===== src/tks_regs.svh =====
// register offsets, field positions, reset values and timing counts
`ifndef TKS_REGS_SVH
`define TKS_REGS_SVH
`define TKS_ADDR_W          9
`define TKS_OFF_INT_EN      9'h00E
`define TKS_OFF_INT_FLAG    9'h01A
`define TKS_OFF_CNT_LO      9'h116
`define TKS_OFF_CNT_HI      9'h117
`define TKS_OFF_UPL_LO      9'h118
`define TKS_OFF_UPL_HI      9'h119
`define TKS_OFF_LOL_LO      9'h11A
`define TKS_OFF_LOL_HI      9'h11B
`define TKS_OFF_CLK_CFG     9'h11C
`define TKS_OFF_SENS_CFG    9'h11D
`define TKS_OFF_CONV_CTL    9'h11E
`define TKS_OFF_MOD_CTL     9'h11F
`define TKS_OFF_REF_LO      9'h194
`define TKS_OFF_REF_HI      9'h195
`define TKS_OFF_REF_CAP     9'h19A
`define TKS_OFF_AUTO_CTL    9'h19C
`define TKS_BIT_IRQ_EN      3
`define TKS_BIT_MAN_FLAG    4
`define TKS_BIT_SH_FLAG     3
`define TKS_BIT_START       4
`define TKS_BIT_DONE        0
`define TKS_BIT_DBL         6
`define TKS_BIT_PWR_OFF     4
`define TKS_BIT_HOP         0
`define TKS_BIT_HSENS       6
`define TKS_BIT_AUTO_EN     5
`define TKS_TFREQ_MSB       4
`define TKS_TFREQ_LSB       2
`define TKS_SPEED_MSB       1
`define TKS_HI_MSB          5
`define TKS_RATE_MSB        7
`define TKS_RATE_LSB        6
`define TKS_RST_MOD_CTL     8'h10
`define TKS_RST_CLK_CFG     8'h04
`define TKS_RST_ZERO        8'h00
// system clock 125 MHz; scan intervals in ms
`define TKS_CLK_KHZ         125000
`define TKS_IVL0_MS         20
`define TKS_IVL1_MS         25
`define TKS_IVL2_MS         40
`define TKS_IVL3_MS         80
// 3 us done-flag lag, rounded down to cycles
`define TKS_LAG_NS          3000
`define TKS_LAG_CYC         (`TKS_LAG_NS / 8)
`define TKS_TICK_KHZ        1
`endif


===== src/tks_pkg.sv =====
// types shared by the touch key scanner
package tks_pkg;
   typedef enum logic [1:0] {
      TKS_IDLE,
      TKS_CONV,
      TKS_LAG
   } tks_state_t;

   typedef struct packed {
      logic [13:0] count;
      logic        done;
   } tks_result_t;

   // per-conversion oscillator settings
   typedef struct packed {
      logic [7:0] ref_cap;
      logic [2:0] touch_freq;
      logic [1:0] osc_speed;
      logic       hop;
      logic       hsens;
      logic       dbl;
   } tks_osc_cfg_t;
endpackage : tks_pkg


===== src/tks_osc.sv =====
// behavioural stand-in for reference and touch oscillators as enables
`include "tks_regs.svh"
module tks_osc (
   // clock and reset
   input  wire logic            clock,
   input  wire logic            arst_n,
   // control
   input  wire logic            run,
   input  tks_pkg::tks_osc_cfg_t cfg,
   input  wire logic            touch_in,
   // enables
   output logic                 ref_tick,
   output logic                 touch_tick
);
   typedef struct packed {
      logic [9:0] ref_acc;
      logic [9:0] tch_acc;
      logic [2:0] hop;
      logic       rt;
      logic       tt;
   } tks_osc_st_t;

   tks_osc_st_t s_q, s_d;
   logic [10:0] rsum, tsum;
   logic [9:0]  rstep, tstep;

   always_comb begin
      s_d = s_q;
      // capacitor trim and common speed set reference rate
      rstep = 10'(({2'b00, cfg.ref_cap} >> 2) + 10'd8)
              << cfg.osc_speed;
      // fixed touch rate unless hopping, then cycle through settings
      tstep = 10'({7'd0, (cfg.hop ? s_q.hop : cfg.touch_freq)} + 10'd8)
              << cfg.osc_speed;
      if (cfg.hsens && touch_in)
         tstep = tstep >> 2;
      else if (touch_in)
         tstep = tstep >> 1;
      rsum = {1'b0, s_q.ref_acc} + {1'b0, rstep};
      tsum = {1'b0, s_q.tch_acc} + {1'b0, tstep};
      s_d.rt = 1'b0;
      s_d.tt = 1'b0;
      if (run) begin
         s_d.ref_acc = rsum[9:0];
         s_d.tch_acc = tsum[9:0];
         s_d.rt      = rsum[10];
         s_d.tt      = tsum[10];
         if (tsum[10])
            s_d.hop = s_q.hop + 3'd1;
      end else begin
         s_d.ref_acc = '0;
         s_d.tch_acc = '0;
      end
   end

   always_ff @(posedge clock or negedge arst_n) begin
      if (!arst_n)
         s_q <= '0;
      else
         s_q <= s_d;
   end

   assign ref_tick   = s_q.rt;
   assign touch_tick = s_q.tt;
endmodule : tks_osc


===== src/tks_interval.sv =====
// auto-scan interval timer: millisecond divider and overflow pulse
`include "tks_regs.svh"
module tks_interval (
   // clock and reset
   input  wire logic       clock,
   input  wire logic       arst_n,
   // control
   input  wire logic       enable,
   input  wire logic [1:0] rate,
   // overflow pulse
   output logic            overflow
);
   localparam logic [16:0] MS_CYC = 17'(`TKS_CLK_KHZ / `TKS_TICK_KHZ);

   typedef struct packed {
      logic [16:0] div;
      logic [6:0]  ms;
      logic        ovf;
   } tks_ivl_st_t;

   tks_ivl_st_t s_q, s_d;
   logic [6:0]  limit;

   always_comb begin
      s_d = s_q;
      s_d.ovf = 1'b0;
      case (rate)
         2'd0:    limit = 7'(`TKS_IVL0_MS);
         2'd1:    limit = 7'(`TKS_IVL1_MS);
         2'd2:    limit = 7'(`TKS_IVL2_MS);
         default: limit = 7'(`TKS_IVL3_MS);
      endcase
      if (!enable) begin
         s_d.div = '0;
         s_d.ms  = '0;
      end else if (s_q.div == MS_CYC - 17'd1) begin
         s_d.div = '0;
         if (s_q.ms >= limit - 7'd1) begin
            s_d.ms  = '0;
            s_d.ovf = 1'b1;
         end else begin
            s_d.ms = s_q.ms + 7'd1;
         end
      end else begin
         s_d.div = s_q.div + 17'd1;
      end
   end

   always_ff @(posedge clock or negedge arst_n) begin
      if (!arst_n)
         s_q <= '0;
      else
         s_q <= s_d;
   end

   assign overflow = s_q.ovf;
endmodule : tks_interval


===== src/tks_scanner.sv =====
// touch key scanner, module 0: registers, conversion and auto scan
//
// Summary of operation
// - reference oscillator timed conversion, tuned by capacitor
// - touch frequency fixed unless hop mode set
// - conversion lasts programmed reference cycle count
// - data counter gives 14-bit result split
// - start bit begins conversion, cleared at end
// - done flag low while converting, may lag
// - power-off falling edge sets module flag
// - flag pair encodes idle, manual, auto done
// - module flag set on manual done, cleared
// - shared flag set on manual done or low auto count, clears all
// - enable plus shared flag raises wake request
// - auto enable with power on gives hardware control
// - interval overflow starts channel zero scan
// - auto count below lower limit sets shared flag
// - only channel zero scans automatically
// - speed field scales both oscillators together
// - sensitivity bit selects higher sensitivity
// - rate-double bit doubles counting speed
// - power-off bit resets to one, module off
// - interval field picks 20/25/40/80 ms
// - reference compare is 14 bits, split high
// - eight-bit capacitor select tunes reference clock
//
// Implementation choice: the address-and-strobe port.
`include "tks_regs.svh"
module tks_scanner (
   // clock and reset
   input  wire logic                   clock,
   input  wire logic                   arst_n,
   // register port
   input  wire logic [`TKS_ADDR_W-1:0] reg_addr,
   input  wire logic [7:0]             reg_wdata,
   input  wire logic                   reg_wr,
   input  wire logic                   reg_rd,
   output logic      [7:0]             reg_rdata,
   // electrode sense (touched slows the touch oscillator)
   input  wire logic                   touch_in,
   // outputs
   output logic                        touch_irq,
   output logic                        module_on,
   output tks_pkg::tks_result_t        result
);
   typedef struct packed {
      tks_pkg::tks_state_t st;
      logic                auto_run;
      logic [13:0]         ref_cnt;
      logic [13:0]         data_cnt;
      logic [13:0]         res;
      logic [8:0]          lag;
      logic                done;
      logic                start;
      logic                pwr_off;
      logic                dbl;
      logic                hop;
      logic                irq_en;
      logic                man_flag;
      logic                sh_flag;
      logic [7:0]          upl_lo;
      logic [5:0]          upl_hi;
      logic [7:0]          lol_lo;
      logic [5:0]          lol_hi;
      logic [2:0]          tfreq;
      logic [1:0]          speed;
      logic                hsens;
      logic [7:0]          ref_lo;
      logic [5:0]          ref_hi;
      logic [7:0]          ref_cap;
      logic [1:0]          rate;
      logic                auto_en;
      logic [7:0]          rdata;
      logic                irq;
      logic                on;
   } tks_st_t;

   tks_st_t               s_q, s_d;
   tks_pkg::tks_osc_cfg_t ocfg;
   logic                  ref_tick;
   logic                  touch_tick;
   logic                  ivl_ovf;
   logic                  auto_mode;
   logic [13:0]           ref_target;
   logic [13:0]           limit;
   logic                  wr_flag;
   logic                  wr_conv;
   logic                  wr_mod;

   assign auto_mode  = s_q.auto_en && !s_q.pwr_off;
   assign ref_target = {s_q.ref_hi, s_q.ref_lo};
   assign limit      = {s_q.lol_hi, s_q.lol_lo};
   assign wr_flag    = reg_wr && (reg_addr == `TKS_OFF_INT_FLAG);
   assign wr_conv    = reg_wr && (reg_addr == `TKS_OFF_CONV_CTL);
   assign wr_mod     = reg_wr && (reg_addr == `TKS_OFF_MOD_CTL);

   always_comb begin
      ocfg.ref_cap    = s_q.ref_cap;
      ocfg.touch_freq = s_q.tfreq;
      ocfg.osc_speed  = s_q.speed;
      ocfg.hop        = s_q.hop;
      ocfg.hsens      = s_q.hsens;
      ocfg.dbl        = s_q.dbl;
   end

   tks_osc u_osc (
      .clock      (clock),
      .arst_n     (arst_n),
      .run        (s_q.st == tks_pkg::TKS_CONV),
      .cfg        (ocfg),
      .touch_in   (touch_in),
      .ref_tick   (ref_tick),
      .touch_tick (touch_tick)
   );

   tks_interval u_ivl (
      .clock    (clock),
      .arst_n   (arst_n),
      .enable   (auto_mode),
      .rate     (s_q.rate),
      .overflow (ivl_ovf)
   );

   always_comb begin
      s_d = s_q;
      // register writes
      if (reg_wr) begin
         if (reg_addr == `TKS_OFF_INT_EN)
            s_d.irq_en = reg_wdata[`TKS_BIT_IRQ_EN];
         else if (reg_addr == `TKS_OFF_UPL_LO)
            s_d.upl_lo = reg_wdata;
         else if (reg_addr == `TKS_OFF_UPL_HI)
            s_d.upl_hi = reg_wdata[`TKS_HI_MSB:0];
         else if (reg_addr == `TKS_OFF_LOL_LO)
            s_d.lol_lo = reg_wdata;
         else if (reg_addr == `TKS_OFF_LOL_HI)
            s_d.lol_hi = reg_wdata[`TKS_HI_MSB:0];
         else if (reg_addr == `TKS_OFF_CLK_CFG) begin
            s_d.tfreq = reg_wdata[`TKS_TFREQ_MSB:`TKS_TFREQ_LSB];
            s_d.speed = reg_wdata[`TKS_SPEED_MSB:0];
         end else if (reg_addr == `TKS_OFF_SENS_CFG)
            s_d.hsens = reg_wdata[`TKS_BIT_HSENS];
         else if (reg_addr == `TKS_OFF_MOD_CTL) begin
            s_d.dbl     = reg_wdata[`TKS_BIT_DBL];
            s_d.pwr_off = reg_wdata[`TKS_BIT_PWR_OFF];
            s_d.hop     = reg_wdata[`TKS_BIT_HOP];
         end else if (reg_addr == `TKS_OFF_REF_LO)
            s_d.ref_lo = reg_wdata;
         else if (reg_addr == `TKS_OFF_REF_HI)
            s_d.ref_hi = reg_wdata[`TKS_HI_MSB:0];
         else if (reg_addr == `TKS_OFF_REF_CAP)
            s_d.ref_cap = reg_wdata;
         else if (reg_addr == `TKS_OFF_AUTO_CTL) begin
            s_d.rate    = reg_wdata[`TKS_RATE_MSB:`TKS_RATE_LSB];
            s_d.auto_en = reg_wdata[`TKS_BIT_AUTO_EN];
         end
      end
      // flag clears by software first, hardware sets below win
      if (wr_flag && !reg_wdata[`TKS_BIT_MAN_FLAG])
         s_d.man_flag = 1'b0;
      if (wr_flag && !reg_wdata[`TKS_BIT_SH_FLAG]) begin
         s_d.sh_flag  = 1'b0;
         s_d.man_flag = 1'b0;
      end
      if (wr_conv && reg_wdata[`TKS_BIT_START]) begin
         s_d.man_flag = 1'b0;
         s_d.sh_flag  = 1'b0;
      end
      if (wr_conv && !reg_wdata[`TKS_BIT_START])
         s_d.start = 1'b0;
      // power-on edge raises module flag
      if (wr_mod && s_q.pwr_off && !reg_wdata[`TKS_BIT_PWR_OFF])
         s_d.man_flag = 1'b1;

      case (s_q.st)
         tks_pkg::TKS_IDLE: begin
            // auto scans own the module; manual starts are ignored
            if (auto_mode && ivl_ovf) begin
               s_d.st       = tks_pkg::TKS_CONV;
               s_d.auto_run = 1'b1;
               s_d.ref_cnt  = '0;
               s_d.data_cnt = '0;
               s_d.done     = 1'b0;
            end else if (!s_q.pwr_off && !auto_mode && wr_conv &&
                         reg_wdata[`TKS_BIT_START]) begin
               s_d.st       = tks_pkg::TKS_CONV;
               s_d.auto_run = 1'b0;
               s_d.start    = 1'b1;
               s_d.ref_cnt  = '0;
               s_d.data_cnt = '0;
               s_d.done     = 1'b0;
            end
         end
         tks_pkg::TKS_CONV: begin
            if (touch_tick)
               s_d.data_cnt = s_q.data_cnt +
                              (s_q.dbl ? 14'd2 : 14'd1);
            if (s_q.pwr_off)
               s_d.st = tks_pkg::TKS_IDLE;
            else if (s_q.ref_cnt >= ref_target) begin
               s_d.res = s_q.data_cnt;
               s_d.lag = '0;
               s_d.st  = tks_pkg::TKS_LAG;
            end else if (ref_tick)
               s_d.ref_cnt = s_q.ref_cnt + 14'd1;
         end
         tks_pkg::TKS_LAG: begin
            // done flag lags the conversion end
            if (s_q.lag >= 9'(`TKS_LAG_CYC - 1)) begin
               s_d.st    = tks_pkg::TKS_IDLE;
               s_d.done  = 1'b1;
               s_d.start = 1'b0;
               if (!s_q.auto_run) begin
                  s_d.man_flag = 1'b1;
                  s_d.sh_flag  = 1'b1;
               end else if (s_q.res < limit)
                  s_d.sh_flag = 1'b1;
               s_d.auto_run = 1'b0;
            end else
               s_d.lag = s_q.lag + 9'd1;
         end
         default: s_d.st = tks_pkg::TKS_IDLE;
      endcase

      // read data one cycle after strobe; unmapped reads zero
      s_d.rdata = `TKS_RST_ZERO;
      if (reg_rd) begin
         if (reg_addr == `TKS_OFF_INT_EN)
            s_d.rdata = {4'd0, s_q.irq_en, 3'd0};
         else if (reg_addr == `TKS_OFF_INT_FLAG)
            s_d.rdata = {3'd0, s_q.man_flag, s_q.sh_flag, 3'd0};
         else if (reg_addr == `TKS_OFF_CNT_LO)
            s_d.rdata = s_q.res[7:0];
         else if (reg_addr == `TKS_OFF_CNT_HI)
            s_d.rdata = {2'd0, s_q.res[13:8]};
         else if (reg_addr == `TKS_OFF_UPL_LO)
            s_d.rdata = s_q.upl_lo;
         else if (reg_addr == `TKS_OFF_UPL_HI)
            s_d.rdata = {2'd0, s_q.upl_hi};
         else if (reg_addr == `TKS_OFF_LOL_LO)
            s_d.rdata = s_q.lol_lo;
         else if (reg_addr == `TKS_OFF_LOL_HI)
            s_d.rdata = {2'd0, s_q.lol_hi};
         else if (reg_addr == `TKS_OFF_CLK_CFG)
            s_d.rdata = {3'd0, s_q.tfreq, s_q.speed};
         else if (reg_addr == `TKS_OFF_SENS_CFG)
            s_d.rdata = {1'b0, s_q.hsens, 6'd0};
         else if (reg_addr == `TKS_OFF_CONV_CTL)
            s_d.rdata = {3'd0, s_q.start, 3'd0, s_q.done};
         else if (reg_addr == `TKS_OFF_MOD_CTL)
            s_d.rdata = {1'b0, s_q.dbl, 1'b0, s_q.pwr_off, 3'd0, s_q.hop};
         else if (reg_addr == `TKS_OFF_REF_LO)
            s_d.rdata = s_q.ref_lo;
         else if (reg_addr == `TKS_OFF_REF_HI)
            s_d.rdata = {2'd0, s_q.ref_hi};
         else if (reg_addr == `TKS_OFF_REF_CAP)
            s_d.rdata = s_q.ref_cap;
         else if (reg_addr == `TKS_OFF_AUTO_CTL)
            s_d.rdata = {s_q.rate, s_q.auto_en, 5'd0};
      end
      s_d.irq = s_d.irq_en && s_d.sh_flag;
      s_d.on  = !s_d.pwr_off;
   end

   always_ff @(posedge clock or negedge arst_n) begin
      if (!arst_n) begin
         s_q         <= '0;
         s_q.st      <= tks_pkg::TKS_IDLE;
         s_q.pwr_off <= 1'(`TKS_RST_MOD_CTL >> `TKS_BIT_PWR_OFF);
         s_q.tfreq   <= 3'(`TKS_RST_CLK_CFG >> `TKS_TFREQ_LSB);
      end else begin
         s_q <= s_d;
      end
   end

   assign reg_rdata    = s_q.rdata;
   assign touch_irq    = s_q.irq;
   assign module_on    = s_q.on;
   assign result       = {s_q.res, s_q.done};
endmodule : tks_scanner


===== config.mk =====
export PLATFORM = sky130hd
export DESIGN_NAME = tks_scanner
export DESIGN_NICKNAME = d
export VERILOG_FILES = /design/src/tks_pkg.sv /design/src/tks_osc.sv /design/src/tks_interval.sv /design/src/tks_scanner.sv
export VERILOG_INCLUDE_DIRS = /design/src
export SDC_FILE = /design/constraint.sdc
export NUM_CORES = 1
export LEC_CHECK = 0
export BUFFER_PORTS_ARGS = -buffer_cell sky130_fd_sc_hd__buf_2
export CAP_MARGIN = 10
export CORE_MARGIN = 5
export CORE_UTILIZATION = 45
export DETAILED_ROUTE_END_ITERATION = 10
export PLACE_DENSITY = 0.66
export SLEW_MARGIN = 20
export SYNTH_ARGS = -nofsm -noshare
export SYNTH_HDL_FRONTEND = slang
export SYNTH_SLANG_ARGS = --single-unit

===== constraint.sdc =====
create_clock -name clock -period 7.8 [get_ports clock]
set_clock_uncertainty 0.15 [all_clocks]
set_input_delay 0.39 -clock clock [delete_from_list [all_inputs] [get_ports clock]]
set_output_delay 0.39 -clock clock [all_outputs]
set_load 0.02 [all_outputs]

==> results of run 1 <==
stage by stage:
step	power (mW)	setup WS, ps	cell area [sq um]
final	2.35	4090	11700
after global routing	2.47	3870	11700
after CTS	2.37	4110	11700
after detailed placement	1.54	4140	11100
after global placement	1.53	4220	11100
after floorplan	1.39	4490	10800
worst max-delay path, stage by stage (launching register included):
cell and delay (ps):
dfrtp_1 880, mux2_2 350, nor2_1 50, a21oi_1 140, o32ai_1 100, a22o_1 220, ha_1 200, fa_1 400
a21o_1 170, a21oi_1 230, nor2_1 110, o2111a_1 300, mux2_2 280
worst max path at each step:
stage                     startpoint            to  slack (ps)  depth (start not counted)
after floorplan              ocfg[2]  u_osc.s_q[3]        4490                         14
after global placement       ocfg[3]  u_osc.s_q[3]        4220                         12
after detailed placement     ocfg[3]  u_osc.s_q[3]        4140                         12
after CTS                    ocfg[3]  u_osc.s_q[3]        4110                         12
after global routing         ocfg[3]  u_osc.s_q[3]        3870                         12
final                        ocfg[3]  u_osc.s_q[3]        4090                         12
repair_timing:
| action | 4_1_cts | 5_1_grt |
|---|---|---|
| hold buffers | 1 | 0 |
| setup buffers | 0 | 0 |
| hold endpoints to repair | 77 | 0 |
synthesized netlist by cell type (all sizes together), types with 5 or more instances:
cell type,count
clkbuf,35
o31ai,7
nor3,41
nand3,34
xor2,18
or3,6
ha,60
nor2b,9
a31o,6
and3,12
nor2,105
a31oi,7
nand2b,15
mux2,70
o21ai,54
nand4,21
o41ai,6
inv,62
mux2i,25
and2,11
nand2,91
a21oi,62
nand3b,5
a21o,13
nor4,8
a211oi,7
xnor2,33
o22ai,8
buf,31
dfrtp,179
nor3b,5
placed cells by master, fill, tap and decap left out, types with 4 or more instances in the layout:
| cell | netlist | layout |
|---|---|---|
| dfrtp_1 | 179 | 179 |
| nor2_1 | 105 | 105 |
| nand2_1 | 91 | 91 |
| mux2_2 | 70 | 70 |
| inv_1 | 62 | 62 |
| a21oi_1 | 62 | 62 |
| ha_1 | 60 | 60 |
| o21ai_0 | 54 | 54 |
| buf_2 | 4 | 45 |
| nor3_1 | 39 | 37 |
| nand3_1 | 34 | 34 |
| xnor2_1 | 33 | 33 |
| mux2i_1 | 25 | 25 |
| nand4_1 | 20 | 20 |
| xor2_1 | 18 | 18 |
| clkbuf_16 | 0 | 17 |
| nand2b_1 | 15 | 15 |
| a21o_1 | 13 | 13 |
| and3_1 | 12 | 12 |
| and2_1 | 11 | 11 |
| nor2b_1 | 9 | 9 |
| o22ai_1 | 8 | 8 |
| a31oi_1 | 7 | 7 |
| o31ai_1 | 7 | 7 |
| nor4_1 | 6 | 6 |
| o41ai_1 | 6 | 6 |
| or3_1 | 6 | 6 |
| a211oi_1 | 6 | 6 |
| nor3b_1 | 5 | 5 |
| nand3b_1 | 5 | 5 |
| a31o_2 | 5 | 5 |
| buf_4 | 23 | 5 |
| nor4bb_1 | 4 | 4 |
| o211ai_1 | 4 | 4 |
| o21a_1 | 4 | 4 |
| nor3_2 | 2 | 4 |
final cells by class:
| class | instances | area [sq um] |
|---|---|---|
| timing repair buffer | 52 | 287 |
| clock buffer | 21 | 460 |
| tap | 319 | 399 |
| sequential | 181 | 4530 |
| clock inverter | 11 | 93.8 |
| inverter | 62 | 233 |
| fill | 2187 | 11800 |
| multi-input combinational | 811 | 5710 |
kinds of logic (layout without fill, tap and decap cells):
family,count (synthesis),count (layout)
simple gates,383,383
compound gates,218,218
flops,181,181
buf+inv,128,146
mux,96,96
fa+ha+maj,63,63
xor+xnor,51,51
state kept, by name, summed over array words and instances, names as in the netlist:
| signal | cells |
|---|---|
| reg_rdata | 8 |
| module_on | 1 |
| u_osc.touch_tick | 1 |
| touch_irq | 1 |
| u_ivl.s_q | 24 |
| limit | 14 |
| s_q | 62 |
| u_osc.ref_tick | 1 |
| result | 15 |
| ref_target | 14 |
| u_ivl.overflow | 1 |
| u_osc.s_q | 23 |
| ocfg | 16 |
power groups by stage:
stage                     sequential, mW  combinational (mW)  clock [mW]
after floorplan                     1.05               0.344           0
after global placement              1.08               0.451           0
after detailed placement            1.08               0.463           0
after CTS                           1.06               0.466       0.839
after global routing                1.07               0.516       0.879
final                               1.06               0.465       0.825
layer usage:
layer | vias to the layer above | global-route usage
met5 | - | 0
met4 | 0 | 0.0620
met3 | 47 | 0.0407
met2 | 257 | 0.333
met1 | 4175 | 0.282
li1 | 3989 | -
==> flow_metrics.tcl, run 1 <==
set metrics [dict create \
    critPathKind "flip-flop to flip-flop" \
    cts.clk_slew.worst_paths_ps 70 \
    drt-initial-drc-count 805 \
    top_layer "met4" \
    synthArstFlopShare 1.00 \
    place.gp.congestion 0.991 \
    netSwitchingFraction 0.331 \
    setup_violations 0 \
    ant_nets 0 \
    vias_per_cell 5.81 \
    wl_met1_microns 12200 \
    hold_start "reg_rd" \
    min_path_type "input port to flip-flop" \
    relSlewSlack 0.301 \
    finish.utilization 0.498 \
    maxCapViolations 0 \
    wl_met3_microns 1670 \
    coreArea_sq_um 23500 \
    yosys.area.top_type "dfrtp_1" \
    via_count 8468 \
    endpoint_kind "flip-flop" \
    fin_tns_setup_ps 0 \
    rsz0062_at_grt "no" \
    synthFlopType "dfrtp_1" \
    cts_tree "done" \
    place_hpwl_microns 19400 \
    fin_hold_ws_ps 112 \
    clk_path_buf_depth 2 \
    slew_violations 0 \
    ys_top_cells_by_area "dfrtp_1, mux2_2, ha_1" \
    synth_top_family_by_area "simple AND/OR/NAND/NOR gates" \
    worstPathRequired_ps 7960 \
    ir_drop_mv 0.145 \
    synth_nets 1205 \
    tightest_slew_ps 1040 \
    drc 0 \
    drive_above_1_share 0.155 \
    synth_edf_count 0 \
    ys_seq_area_frac 0.419 \
    synth_compound_area_frac 0.135 \
    fin_crit_ps 3710 \
    synth-xor-area-share 0.0413 \
    p_sw_mw 0.779 \
    worstHoldEndpoint "reg_rdata[3]" \
    crit_fanout 25 \
    finalCritPeriodShare 0.475 \
    clkPwrFrac 0.351 \
    nets 1210 \
    cts_inserted_buffers 17 \
    grt_pass1_wl_microns 44000 \
    htree_num_levels 4 \
    finalHoldViolations 0 \
    avgSynthCellArea_sq_um 9.65 \
    grt.total_usage 0.206 \
    arrival_ps 3870 \
    whs_path_depth 3 \
    n_antenna_cell 0 \
    synth_seq_cells 181 \
    fp.dieH_microns 165 \
    cp-start-kind "flip-flop" \
    design.die.area_sq_um 27200 \
    layoutNonFillerInstCount 1457 \
    fmax_mhz 270 \
    io_buffers 46 \
    dpl.cell_count 1424 \
    overflow 0 \
    internal-power_mw 1.57 \
    grt_max_degree 113 \
    r2r_end "u_osc.s_q[3]" \
    drt_pass1_iterations 8 \
    power.leakage_nw 5.33 \
    synthSimpleGateAreaFrac 0.179 \
    p_per_area_nw_per_um2 201 \
    synth_top_area_frac 0.414 \
    clock-root-buffer "clkbuf_16" \
    ioPinCount 47 \
    synthCells 1120 \
    pwr-share-comb 0.198 \
    ys_types 78 \
    grt_pass1_vias 8208 \
    synth_warnings 0 \
    wl_met2_microns 12700 \
    clock-sinks 181 \
    r2r_start "ocfg[3]" \
    reg2reg_slack_ps 4090 \
    start_util 0.459 \
    synth_fa_ha_area_frac 0.0750 \
    muxShareOfSynthArea 0.0982 \
    outcome "completed" \
    dieWidth_microns 165 \
    routed_wl_microns 27200 \
    worstSkewPairLatency_ps 430 \
    cts.repair.resized 0 \
    wire_per_inst_microns 18.7 \
    seqPwrFrac 0.452 \
    syn_to_final_growth_pct 8.43 \
    rows 56 \
    reg2reg_depth 12 \
    antenna_found_initial 0 \
    syn-cell-area_sq_um 10800 \
]
Power figures use the tool's default switching activity.
==> run 2: changes to the inputs <==
PLACE_DENSITY = 0.69   (was 0.66)
clock period = 3.1 ns   (was 7.8 ns; I/O delays follow)
==> flow_metrics.tcl, run 2 (same netlist as run 1, synthesis figures left out) <==
set metrics [dict create \
    power.leakage_nw 5.62 \
    reg.largest.list "s_q x62, u_ivl.s_q x24, u_osc.s_q x23" \
    finalCritPeriodShare 0.992 \
    worstSkewPairLatency_ps 430 \
    fin_hold_ws_ps 64.1 \
    coreArea_sq_um 23500 \
    grt_pass1_vias 8301 \
    grt_pass1_wl_microns 44500 \
    reg2reg_depth 13 \
    whs_path_depth 4 \
    io_buffers 46 \
    min_path_type "input port to flip-flop" \
    final_common_cell "dfrtp_1" \
    wire_per_inst_microns 18.5 \
    setup_violations 0 \
    r2r_end "u_osc.s_q[3]" \
    path_common_cell "mux2i_1" \
    via_count 8592 \
    ir_drop_mv 0.296 \
    crit_fanout 4 \
    cts.clk_slew.worst_paths_ps 70 \
    place.gp.congestion 0.972 \
    antenna_found_initial 0 \
    drive_above_1_share 0.194 \
    place_hpwl_microns 20100 \
    path_cells "mux2i_2 -> mux2_4 -> buf_4 -> buf_4 -> mux2i_1 -> mux2i_1 -> mux2i_1 -> ha_1 -> a21o_1 -> a21oi_2 -> nor2_2 -> o2111a_2 -> mux2_2" \
    maxCapViolations 0 \
    slew_violations 0 \
    largest_reg_flops 62 \
    worstPathRequired_ps 3260 \
    vias_per_cell 5.69 \
    nets 1263 \
    cts_tree "done" \
    rows 56 \
    overflow 0 \
    r2r_start "ocfg[5]" \
    clock-sinks 181 \
    syn_to_final_growth_pct 13.5 \
    top_register "s_q" \
    design.die.area_sq_um 27200 \
    crit_buf_inv 2 \
    fmax_mhz 325 \
    crit_slowest_cell "dfstp_2" \
    start_util 0.459 \
    cp-start-kind "flip-flop" \
    tightest_slew_ps 971 \
    rsz0062_at_grt "yes" \
    htree_num_levels 4 \
    clk_path_buf_depth 2 \
    grt_max_degree 93 \
    p_per_area_nw_per_um2 508 \
    arrival_ps 3240 \
    fp.dieH_microns 165 \
    reg2reg_slack_ps 20 \
    finish.utilization 0.521 \
    endpoint_kind "flip-flop" \
    drt-initial-drc-count 691 \
    dieWidth_microns 165 \
    fin_crit_ps 3080 \
    cts_inserted_buffers 17 \
    ant_nets 0 \
    relSlewSlack 0.347 \
    clock-root-buffer "clkbuf_16" \
    critPathKind "flip-flop to flip-flop" \
    drt_pass1_iterations 8 \
    n_antenna_cell 0 \
    finalHoldViolations 0 \
    routed_wl_microns 27900 \
    drc 0 \
    outcome "completed" \
    ioPinCount 47 \
    fillCellCount 2123 \
    hold_start "reg_addr[3]" \
    grt.total_usage 0.209 \
    max_stage_delay_ps 560 \
    final_cell_mix "dfrtp_1, nor2_1, nand2_1" \
    worstHoldEndpoint "s_q[69]" \
    crit_family "multiplexers" \
]
-- run 2: routing by layer --
metal  track usage  wire, microns  part of all wire  vias to the layer above
li1              -              -                 -                     4092
met2         0.334          13000              0.47                      243
met4        0.0499            499             0.018                        0
met3        0.0387           1470             0.053                       36
met5             0              0                 0                        -
met1         0.294          12900              0.46                     4221
-- run 2: worst max-delay path by stage --
stage          depth (start not counted)  slack [ps]           end  startpoint
2_1_floorplan                         14         -40  u_osc.s_q[3]     ocfg[2]
3_5_place_dp                          13         -90  u_osc.s_q[3]     ocfg[2]
4_1_cts                               13         -10  u_osc.s_q[3]     ocfg[2]
3_3_place_gp                          13         -30  u_osc.s_q[3]     ocfg[2]
6_report                              13          20  u_osc.s_q[3]     ocfg[5]
5_1_grt                               12        -160  u_osc.s_q[3]     ocfg[2]
-- run 2: timing repair --
action | in CTS | in global routing
endpoints found under the setup margin | 3 | 8
hold endpoints to repair | 112 | 0
resized for setup | 3 | 8
setup buffers | 1 | 1
hold buffers | 10 | 0
pin swaps | 2 | 6
-- run 2: worst register-to-register path, cell delays in order (launching register included) --
cell	delay (ps)
dfstp_2	560
mux2i_2	80
mux2_4	270
buf_4	130
buf_4	130
mux2i_1	130
mux2i_1	80
mux2i_1	160
ha_1	280
a21o_1	200
a21oi_2	170
nor2_2	60
o2111a_2	280
mux2_2	280
-- run 2: final cells by class --
type                       count  area, sq um  area share
inverter                      62          233      0.0190
tap                          319          399      0.0325
timing repair buffer         105          732      0.0597
sequential                   181         4530       0.370
multi-input combinational    811         5750       0.469
clock buffer                  20          447      0.0364
clock inverter                11          174      0.0142
-- run 2: power by group --
group          switching, mW  internal (mW)  total (mW)  leakage (nW)
clock                  0.942           1.37        2.32         0.293
sequential             0.176           2.49        2.67          2.42
combinational          0.813          0.440        1.25          2.90
total                   1.93           4.31        6.24          5.62
-- run 2: per-stage QoR --
stage          TNS, ps  setup WS [ps]  instance area [sq um]  total power, mW  cells
6_report             0           24.7                  12300             6.24   1509
5_1_grt           -616           -157                  12300             6.49   1509
4_1_cts          -13.2          -13.2                  12200             6.26   1508
3_5_place_dp      -139          -87.5                  11500             3.93   1466
3_3_place_gp     -28.6          -28.6                  11500             3.90   1466
2_1_floorplan    -41.8          -41.8                  10800             3.50   1120
